--- config.mk ---
export PLATFORM = sky130hd
export DESIGN_NAME = dect_top
export DESIGN_NICKNAME = d
export VERILOG_FILES = /design/src/hdl/dect_pkg.sv /design/src/hdl/dect_sync.sv /design/src/hdl/dect_chan.sv /design/src/hdl/dect_top.sv
export SDC_FILE = /design/constraint.sdc
export NUM_CORES = 1
export LEC_CHECK = 0
export BUFFER_PORTS_ARGS = -buffer_cell sky130_fd_sc_hd__buf_2
export CAP_MARGIN = 15
export CORE_MARGIN = 1
export CORE_UTILIZATION = 25
export DETAILED_ROUTE_END_ITERATION = 7
export PLACE_DENSITY = 0.42
export SLEW_MARGIN = 30
export SYNTH_ARGS = -nofsm -noshare
export SYNTH_HDL_FRONTEND = slang
export SYNTH_HIERARCHICAL = 1
export SYNTH_SLANG_ARGS = --single-unit
--- constraint.sdc ---
create_clock -name CLOCK -period 3.2 [get_ports CLOCK]
set_clock_uncertainty 0.15 [all_clocks]
set_input_delay 0.32 -clock CLOCK [delete_from_list [all_inputs] [get_ports CLOCK]]
set_output_delay 0.32 -clock CLOCK [all_outputs]
set_load 0.01 [all_outputs]
--- src/hdl/dect_pkg.sv ---
package dect_pkg;
    // ----------------------------------------
    // Clock and timebase
    // ----------------------------------------
    localparam int CLK_MHZ = 20;
    localparam int TICK_US = 4;
    localparam int TICK_CYC = TICK_US * CLK_MHZ;
    localparam int STAMP_W = 24;
    localparam logic [23:0] STAMP_RST = 24'h000000;
    // ----------------------------------------
    // Report pacing
    // ----------------------------------------
    localparam int RATE_MS = 8;
    localparam int RATE_CYC = RATE_MS * 1000 * CLK_MHZ;
    // ----------------------------------------
    // Report identifiers and field layout
    // ----------------------------------------
    localparam logic [7:0] ID_ENABLE = 8'h28;
    localparam logic [7:0] ID_REPORT_A = 8'h29;
    localparam logic [7:0] ID_REPORT_B = 8'h2a;
    localparam int EN_A_BIT = 0;
    localparam int EN_B_BIT = 1;
    localparam int EDGE_FALL = 0;
    localparam int EDGE_RISE = 1;
    localparam int FLAG_OVR_LSB = 4;
    localparam int FLAG_DET_LSB = 0;
endpackage

--- src/hdl/dect_sync.sv ---
`timescale 1ns/1ps
module dect_sync import dect_pkg::*; #(
    parameter int W = 2
) (
    input wire logic clk,
    input wire logic rst,
    input wire logic [W-1:0] din,
    output logic [W-1:0] dout
);
    logic [W-1:0] meta_ff;

    // Two stages; only the second stage is read outside this module
    always_ff @(posedge clk or posedge rst) begin
        if (rst) begin
            meta_ff <= '0;
            dout <= '0;
        end else begin
            meta_ff <= din;
            dout <= meta_ff;
        end
    end
endmodule

--- src/hdl/dect_chan.sv ---
`timescale 1ns/1ps
module dect_chan import dect_pkg::*; (
    input wire logic clk,
    input wire logic rst,
    input wire logic en,
    input wire logic lvl,
    input wire logic [STAMP_W-1:0] stamp,
    input wire logic clr,
    output logic [1:0] det_ff,
    output logic [1:0] ovr_ff,
    output logic [STAMP_W-1:0] fall_stamp_ff,
    output logic [STAMP_W-1:0] rise_stamp_ff
);
    logic prev_ff;
    logic [1:0] edge_hit;

    // Edge detection on the synchronised level
    assign edge_hit[EDGE_FALL] = en && prev_ff && !lvl;
    assign edge_hit[EDGE_RISE] = en && !prev_ff && lvl;

    // Previous level always tracks, so enabling gives no false edge
    always_ff @(posedge clk or posedge rst) begin
        if (rst) begin
            prev_ff <= 1'b0;
        end else begin
            prev_ff <= lvl;
        end
    end

    // Detect and overrun flags; a new edge wins over the clear
    always_ff @(posedge clk or posedge rst) begin
        if (rst) begin
            det_ff <= 2'h0;
            ovr_ff <= 2'h0;
        end else if (!en) begin
            det_ff <= 2'h0;
            ovr_ff <= 2'h0;
        end else begin
            for (int i = 0; i < 2; i++) begin
                if (edge_hit[i] && det_ff[i] && !clr) begin
                    ovr_ff[i] <= 1'b1; // [RULE_11]
                end else if (edge_hit[i]) begin
                    det_ff[i] <= 1'b1; // [RULE_02]
                    ovr_ff[i] <= 1'b0;
                end else if (clr) begin
                    det_ff[i] <= 1'b0;
                    ovr_ff[i] <= 1'b0;
                end
            end
        end
    end

    // Stamp latched only for the first pending edge of each type
    always_ff @(posedge clk or posedge rst) begin
        if (rst) begin
            fall_stamp_ff <= STAMP_RST;
            rise_stamp_ff <= STAMP_RST;
        end else begin
            if (edge_hit[EDGE_FALL] && (!det_ff[EDGE_FALL] || clr)) begin
                fall_stamp_ff <= stamp; // [RULE_13]
            end
            if (edge_hit[EDGE_RISE] && (!det_ff[EDGE_RISE] || clr)) begin
                rise_stamp_ff <= stamp; // [RULE_13]
            end
        end
    end
endmodule

--- src/hdl/dect_top.sv ---
`timescale 1ns/1ps
// Operation
// (RULE_01) One 24-bit counter steps every 4 us while any channel is enabled.
// (RULE_02) Each rising or falling channel edge latches the counter and queues it.
// (RULE_03) The counter wraps from its maximum to zero silently.
// (RULE_04) Both channels stamp from the same shared counter.
// (RULE_05) Command 0x28: zero disables both, bit 0 enables A, bit 1 enables B.
// (RULE_06) Host writes all-disabled before any other nonzero enable combination.
// (RULE_07) Host keeps capture off while the infrared receiver runs.
// (RULE_08) Host keeps channel B off while the two-wire bus is in use.
// (RULE_09) Channel A reports use id 0x29, channel B reports id 0x2a.
// (RULE_10) Report: flags, falling stamp bytes, rising stamp bytes, low byte first.
// (RULE_11) Another edge before the pending one is sent is an overrun.
// (RULE_12) At most one report per 8 ms, shared with other functions.
// (RULE_13) Overrun keeps the first stamp; later edges dropped until sent.
// (RULE_14) Flags: bits 7..4 overruns, bits 3..0 detects; B rise, B fall, A rise, A fall.
// (RULE_15) A stamp is valid only when its detect flag is set.
// (RULE_16) Every report holds the flags of both channels.
// (RULE_17) Tracks 250 Hz on one channel or 125 Hz on both without loss; the 8 ms pacing here limits it to 125 Hz on one, 62.5 Hz on both.
// (RULE_18) Overrun not guaranteed at high rates; recovers when input slows.
// (RULE_19) Host avoids matrix and two-wire traffic during measurements.
// (RULE_20) Channel pins pass two flip-flops before edge detection.
module dect_top import dect_pkg::*; #(
    parameter int RATE_CYCLES = RATE_CYC
) (
    input wire logic CLOCK,
    input wire logic SYS_RST,
    input wire logic CAPTURE_A_PIN,
    input wire logic CAPTURE_B_PIN,
    input wire logic CMD_VALID,
    input wire logic [7:0] CMD_ID,
    input wire logic [7:0] CMD_ENABLE,
    input wire logic OTHER_PACKET,
    input wire logic REPORT_READY,
    output logic REPORT_VALID,
    output logic [7:0] REPORT_ID,
    output logic [7:0] REPORT_FLAGS,
    output logic [7:0] FALLING_STAMP_LOW_BYTE,
    output logic [7:0] FALLING_STAMP_MID_BYTE,
    output logic [7:0] FALLING_STAMP_HIGH_BYTE,
    output logic [7:0] RISING_STAMP_LOW_BYTE,
    output logic [7:0] RISING_STAMP_MID_BYTE,
    output logic [7:0] RISING_STAMP_HIGH_BYTE,
    output logic [1:0] CHANNEL_ENABLE,
    output logic [STAMP_W-1:0] TIMEBASE
);
    // ----------------------------------------
    // Declarations
    // ----------------------------------------
    localparam logic [6:0] TICK_LAST = 7'(TICK_CYC - 1);
    localparam logic [17:0] RATE_LAST = 18'(RATE_CYCLES - 1);

    logic [1:0] pin_sync;
    logic [1:0] enable_ff;
    logic [6:0] tick_cnt_ff;
    logic tick;
    logic run;
    logic [STAMP_W-1:0] stamp_ff;
    logic [17:0] budget_ff;
    logic rep_valid_ff;
    logic last_a_ff;
    logic [1:0] a_det, a_ovr, b_det, b_ovr;
    logic [STAMP_W-1:0] a_fall, a_rise, b_fall, b_rise;
    logic pend_a, pend_b, launch, pick_b;
    logic clr_a, clr_b;
    logic [7:0] flags_now;
    logic [7:0] rep_id_ff, rep_flags_ff;
    logic [STAMP_W-1:0] rep_fall_ff, rep_rise_ff;

    // ----------------------------------------
    // Pin synchronisers
    // ----------------------------------------
    dect_sync #(
        .W(2)
    ) u_sync (
        .clk(CLOCK),
        .rst(SYS_RST),
        .din({CAPTURE_B_PIN, CAPTURE_A_PIN}), // [RULE_20]
        .dout(pin_sync)
    );

    // ----------------------------------------
    // Enable command
    // ----------------------------------------
    // Enable byte is applied as written; other ids are ignored here
    always_ff @(posedge CLOCK or posedge SYS_RST) begin
        if (SYS_RST) begin
            enable_ff <= 2'h0;
        end else if (CMD_VALID && CMD_ID == ID_ENABLE) begin
            enable_ff <= {CMD_ENABLE[EN_B_BIT], CMD_ENABLE[EN_A_BIT]}; // [RULE_05]
        end
    end

    assign run = |enable_ff;

    // ----------------------------------------
    // Shared timebase
    // ----------------------------------------
    // Divider gives a one-cycle tick every 4 us
    always_ff @(posedge CLOCK or posedge SYS_RST) begin
        if (SYS_RST) begin
            tick_cnt_ff <= 7'h00;
        end else if (tick_cnt_ff == TICK_LAST) begin
            tick_cnt_ff <= 7'h00;
        end else begin
            tick_cnt_ff <= tick_cnt_ff + 7'h01;
        end
    end

    assign tick = (tick_cnt_ff == TICK_LAST);

    // Counter steps only while capture runs; natural wrap, no flag
    always_ff @(posedge CLOCK or posedge SYS_RST) begin
        if (SYS_RST) begin
            stamp_ff <= STAMP_RST;
        end else if (tick && run) begin
            stamp_ff <= stamp_ff + 24'h000001; // [RULE_01] [RULE_03]
        end
    end

    // ----------------------------------------
    // Capture channels
    // ----------------------------------------
    dect_chan u_chan_a (
        .clk(CLOCK),
        .rst(SYS_RST),
        .en(enable_ff[EN_A_BIT]),
        .lvl(pin_sync[0]),
        .stamp(stamp_ff), // [RULE_04]
        .clr(clr_a),
        .det_ff(a_det),
        .ovr_ff(a_ovr),
        .fall_stamp_ff(a_fall),
        .rise_stamp_ff(a_rise)
    );

    dect_chan u_chan_b (
        .clk(CLOCK),
        .rst(SYS_RST),
        .en(enable_ff[EN_B_BIT]),
        .lvl(pin_sync[1]),
        .stamp(stamp_ff), // [RULE_04]
        .clr(clr_b),
        .det_ff(b_det),
        .ovr_ff(b_ovr),
        .fall_stamp_ff(b_fall),
        .rise_stamp_ff(b_rise)
    );

    // ----------------------------------------
    // Report scheduling
    // ----------------------------------------
    // Flags of both channels in every report
    assign flags_now = {b_ovr[EDGE_RISE], b_ovr[EDGE_FALL], a_ovr[EDGE_RISE], a_ovr[EDGE_FALL],
                        b_det[EDGE_RISE], b_det[EDGE_FALL], a_det[EDGE_RISE], a_det[EDGE_FALL]}; // [RULE_14] [RULE_16]

    // A channel is pending when any edge is detected
    assign pend_a = |a_det;
    assign pend_b = |b_det;
    // Launch only when the shared budget has expired and the buffer is free
    assign launch = (budget_ff == 18'h00000) && !rep_valid_ff && (pend_a || pend_b); // [RULE_12]
    // Alternate between channels when both wait, so neither starves
    assign pick_b = pend_b && (!pend_a || last_a_ff); // [RULE_17]
    // Launch hands the data over and frees the channel for new edges
    assign clr_a = launch && !pick_b; // [RULE_18]
    assign clr_b = launch && pick_b;

    // Budget reloads on every packet, ours or another function's
    always_ff @(posedge CLOCK or posedge SYS_RST) begin
        if (SYS_RST) begin
            budget_ff <= 18'h00000;
        end else if (launch || OTHER_PACKET) begin
            budget_ff <= RATE_LAST; // [RULE_12]
        end else if (budget_ff != 18'h00000) begin
            budget_ff <= budget_ff - 18'h00001;
        end
    end

    // Channel order memory
    always_ff @(posedge CLOCK or posedge SYS_RST) begin
        if (SYS_RST) begin
            last_a_ff <= 1'b0;
        end else if (launch) begin
            last_a_ff <= !pick_b;
        end
    end

    // ----------------------------------------
    // Report output
    // ----------------------------------------
    // Valid stands until the host side accepts it
    always_ff @(posedge CLOCK or posedge SYS_RST) begin
        if (SYS_RST) begin
            rep_valid_ff <= 1'b0;
        end else if (launch) begin
            rep_valid_ff <= 1'b1;
        end else if (REPORT_READY) begin
            rep_valid_ff <= 1'b0;
        end
    end

    // Report contents captured at launch
    always_ff @(posedge CLOCK or posedge SYS_RST) begin
        if (SYS_RST) begin
            rep_id_ff <= 8'h00;
            rep_flags_ff <= 8'h00;
            rep_fall_ff <= STAMP_RST;
            rep_rise_ff <= STAMP_RST;
        end else if (launch) begin
            rep_id_ff <= pick_b ? ID_REPORT_B : ID_REPORT_A; // [RULE_09]
            rep_flags_ff <= flags_now;
            rep_fall_ff <= pick_b ? b_fall : a_fall; // [RULE_15]
            rep_rise_ff <= pick_b ? b_rise : a_rise;
        end
    end

    assign REPORT_VALID = rep_valid_ff;
    assign REPORT_ID = rep_id_ff;
    assign REPORT_FLAGS = rep_flags_ff;
    // Stamps go out least significant byte first
    assign FALLING_STAMP_LOW_BYTE = rep_fall_ff[7:0]; // [RULE_10]
    assign FALLING_STAMP_MID_BYTE = rep_fall_ff[15:8];
    assign FALLING_STAMP_HIGH_BYTE = rep_fall_ff[23:16];
    assign RISING_STAMP_LOW_BYTE = rep_rise_ff[7:0];
    assign RISING_STAMP_MID_BYTE = rep_rise_ff[15:8];
    assign RISING_STAMP_HIGH_BYTE = rep_rise_ff[23:16];
    assign CHANNEL_ENABLE = enable_ff;
    assign TIMEBASE = stamp_ff;
endmodule

==> impl_metrics.py <==
metrics = {
    "run_status": {
        "status": "complete, no violations",
    },
    "sta": {
        "worst_slew_pin_slew_ns": 0.820,
        "timing.slew.headroom_pct": 45.3,
        "finalSetupTns_ns": 0,
        "fmax_mhz": 334,
        "post-route-min-period_ns": 2.99,
        "timing.final.crit_share_pct": 93.6,
        "rsz0062_at_grt": "false",
        "setup_ws_ns": 0.206,
        "finalSetupViolations": 0,
        "slew_violations": 0,
        "hold_violations": 0,
    },
    "clock_tree": {
        "cts_tree": "built",
        "cts_made_buffers": 27,
        "cts-root-buf": "clkbuf_16",
        "cts_max_level": 1,
        "cts.clk_slew.worst_paths_ns": 0.06,
        "cts_buffer_depth": 3,
        "cts.sink_count": 221,
        "clk_latency_ns": 0.55,
    },
    "floorplanning": {
        "floorplan.rows": 72,
        "dieArea_sq_mm": 0.0406,
        "core_region_area_sq_mm": 0.0389,
        "num_io_pins": 114,
        "die_y_microns": 201,
        "die_w_microns": 201,
        "floorplan.initialDensity_pct": 25.6,
    },
    "global_route": {
        "antenna_found_initial": 0,
        "overflow": 0,
        "use_met2_pct": 20.5,
        "gr-usage-met3_pct": 2.01,
        "grt_pass1_wl_mm": 41.7,
        "top_usage_layer": "met2",
        "grt_pass1_vias": 6724,
        "grt_usage_pct": 13.0,
        "grt_max_degree": 63,
        "grt_use_met1_pct": 18.6,
    },
    "placed_design": {
        "portBuffers": 103,
        "hpwl_mm": 15.9,
        "place_congestion": 0.712,
        "post-place-ws_ns": 0.171,
    },
    "synthesis": {
        "synth_flop_cell": "dfrtp_1",
        "yosys_warnings": 6,
        "ys_seq_area_share_pct": 55.6,
        "yosysTopAreaCell": "dfrtp_1",
        "ys_ff_latch": 221,
        "synth-edff-count": 0,
        "syn_area_per_cell_sq_um": 13.2,
        "synth_cells": 752,
        "synth.most_common_cell": "dfrtp_1",
        "synthArstFlopShare_pct": 100,
        "ys_top_cells_by_count": "dfrtp_1, mux2_4, a21oi_1",
        "synth_cell_types": 51,
        "synth_top_cell_area_share_pct": 55.6,
        "synth_area_leaders": "dfrtp_1, mux2_4, mux2i_1, a31oi_1, a21oi_1",
        "netlist_area_sq_mm": 0.00994,
    },
    "setup_path": {
        "r2r_start": "budget_ff[15]$_DFFE_PP0P_",
        "r2r_end": "u_chan_b/fall_stamp_ff[23]$_DFFE_PP0P_",
        "rr_worst_depth": 8,
        "required_ns": 3.47,
        "start_kind": "register",
        "critPathSlowestCell": "or3_1",
        "reg2reg_setup_slack_ns": 0.21,
        "crit_arrival_ns": 3.26,
        "path_cells": "or3_1 -> nor4_4 -> nand3_1 -> nor2_1 -> nand2b_1 -> and4b_1 -> buf_12 -> mux2_2",
        "cpPeakStageDelay_ns": 0.51,
        "worstPathMaxFanout": 24,
        "crit_path_end_kind": "register",
        "crit_type": "reg2reg",
    },
    "route": {
        "drc": 0,
        "wl_per_cell_microns": 18.5,
        "dr.pass1.iters": 5,
        "drtIter0Drc": 236,
        "final_antenna_net_count": 0,
        "wl_mm": 25.7,
        "via_per_inst": 4.59,
        "dr_total_vias": 6369,
    },
    "worst_hold_path": {
        "min_to": "CHANNEL_ENABLE[1]$_DFFE_PP0P_",
        "hold_depth": 3,
        "hold_path.class": "in2reg",
        "min_from": "CMD_ID[6]",
    },
    "final_layout": {
        "nFillCells": 3995,
        "syn2layout_area_growth_pct": 20.1,
        "drive_above_1_share_pct": 32.3,
        "diodes": 0,
        "nets": 881,
    },
    "flow_run": {
        "drv_cap": 0,
    },
    "power_and_ir_drop": {
        "ir_drop_mv": 0.302,
        "p_leak_nw": 5.87,
        "power.density_mw_per_mm2": 506,
    },
}
## metrics by stage
stage	instances	total power, mW	utilization [%]	hold WS [ns]	area [sq um]
floorplan	755	2.97	-	-0.0639	9960
global placement	1337	3.04	28.2	0.109	11000
detailed placement	1337	3.04	28.2	0.132	11000
CTS	1388	6.15	30.7	0.00770	11900
global route	1388	6.27	30.7	0.0490	11900
finish	1388	6.04	30.7	0.0324	11900
## cells by family after synthesis
group | count (synthesis) | synth area share, %
flops | 221 | 55.6
xor+xnor | 26 | 2.29
fa+ha+maj | 3 | 0.377
other cells | 1 | 0.0377
buf+inv | 66 | 4.23
simple gates | 133 | 8.33
compound gates | 138 | 8.24
mux | 164 | 20.9
## power breakdown
group	leakage (nW)	internal [mW]	switching, mW
clock	0.435	1.86	1.19
sequential	3.00	2.80	0.0100
combinational	2.43	0.0526	0.122
## cells in the final DEF, fill, tap and decap left out, types with 14 or more instances in the layout
| cell type | count |
|---|---|
| mux2_4 | 80 |
| a21oi_1 | 57 |
| buf_2 | 103 |
| xnor2_1 | 18 |
| dfrtp_1 | 221 |
| nand3_1 | 16 |
| clkbuf_16 | 27 |
| a31oi_1 | 48 |
| mux2_2 | 22 |
| mux2i_1 | 56 |
| nand2b_1 | 14 |
## metal layers
metal | part of all wire, % | wire (microns)
met1 | 49 | 12500
met2 | 46 | 11900
met3 | 3.7 | 960
met4 | 1.5 | 384
met5 | 0 | 0
## flip-flops by register name, indices dropped and copies added, names as in the netlist, 18 cells and up
signal / cells
rep_fall_ff: 24
u_chan_b/rise_stamp_ff: 24
TIMEBASE: 24
rep_rise_ff: 24
u_chan_b/fall_stamp_ff: 24
u_chan_a/rise_stamp_ff: 24
budget_ff: 18
u_chan_a/fall_stamp_ff: 24
## area by class of cell
class / instances / area [sq um] / share of cell area, %
repair buffers: 128 / 800 / 6.70
well taps: 518 / 648 / 5.43
clock buffers: 39 / 791 / 6.62
flip-flops and latches: 221 / 5530 / 46.3
clock inverters: 5 / 90.1 / 0.755
inverters: 9 / 42.5 / 0.356
multi-input cells: 468 / 4040 / 33.8
## worst max-delay path by stage
stage,from,to,slack (ns),cells past startpoint
after global routing,budget_ff[15]$_DFFE_PP0P_,u_chan_b/rise_stamp_ff[20]$_DFFE_PP0P_,0.02,8
after floorplan,budget_ff[15]$_DFFE_PP0P_,u_chan_a/rise_stamp_ff[0]$_DFFE_PP0P_,0.1,12
after detailed placement,budget_ff[15]$_DFFE_PP0P_,u_chan_b/rise_stamp_ff[20]$_DFFE_PP0P_,0.17,8
final,budget_ff[15]$_DFFE_PP0P_,u_chan_b/fall_stamp_ff[23]$_DFFE_PP0P_,0.21,8
after CTS,budget_ff[15]$_DFFE_PP0P_,u_chan_b/fall_stamp_ff[13]$_DFFE_PP0P_,0.15,8
after global placement,budget_ff[15]$_DFFE_PP0P_,u_chan_b/rise_stamp_ff[20]$_DFFE_PP0P_,0.18,8
## critical path, delay by kind of cell (launching register included)
kind          cells  cell delay, ns
buf+inv           1            0.25
mux               1            0.36
simple gates      6            1.68
flops             1            0.42
## timing repair
action | CTS | global route
buffers inserted | 0 | 0
hold endpoints to repair | 196 | 0
gates resized for setup | 0 | 0
hold buffers | 7 | 0
No activity file was read; power rests on OpenSTA's default activity.
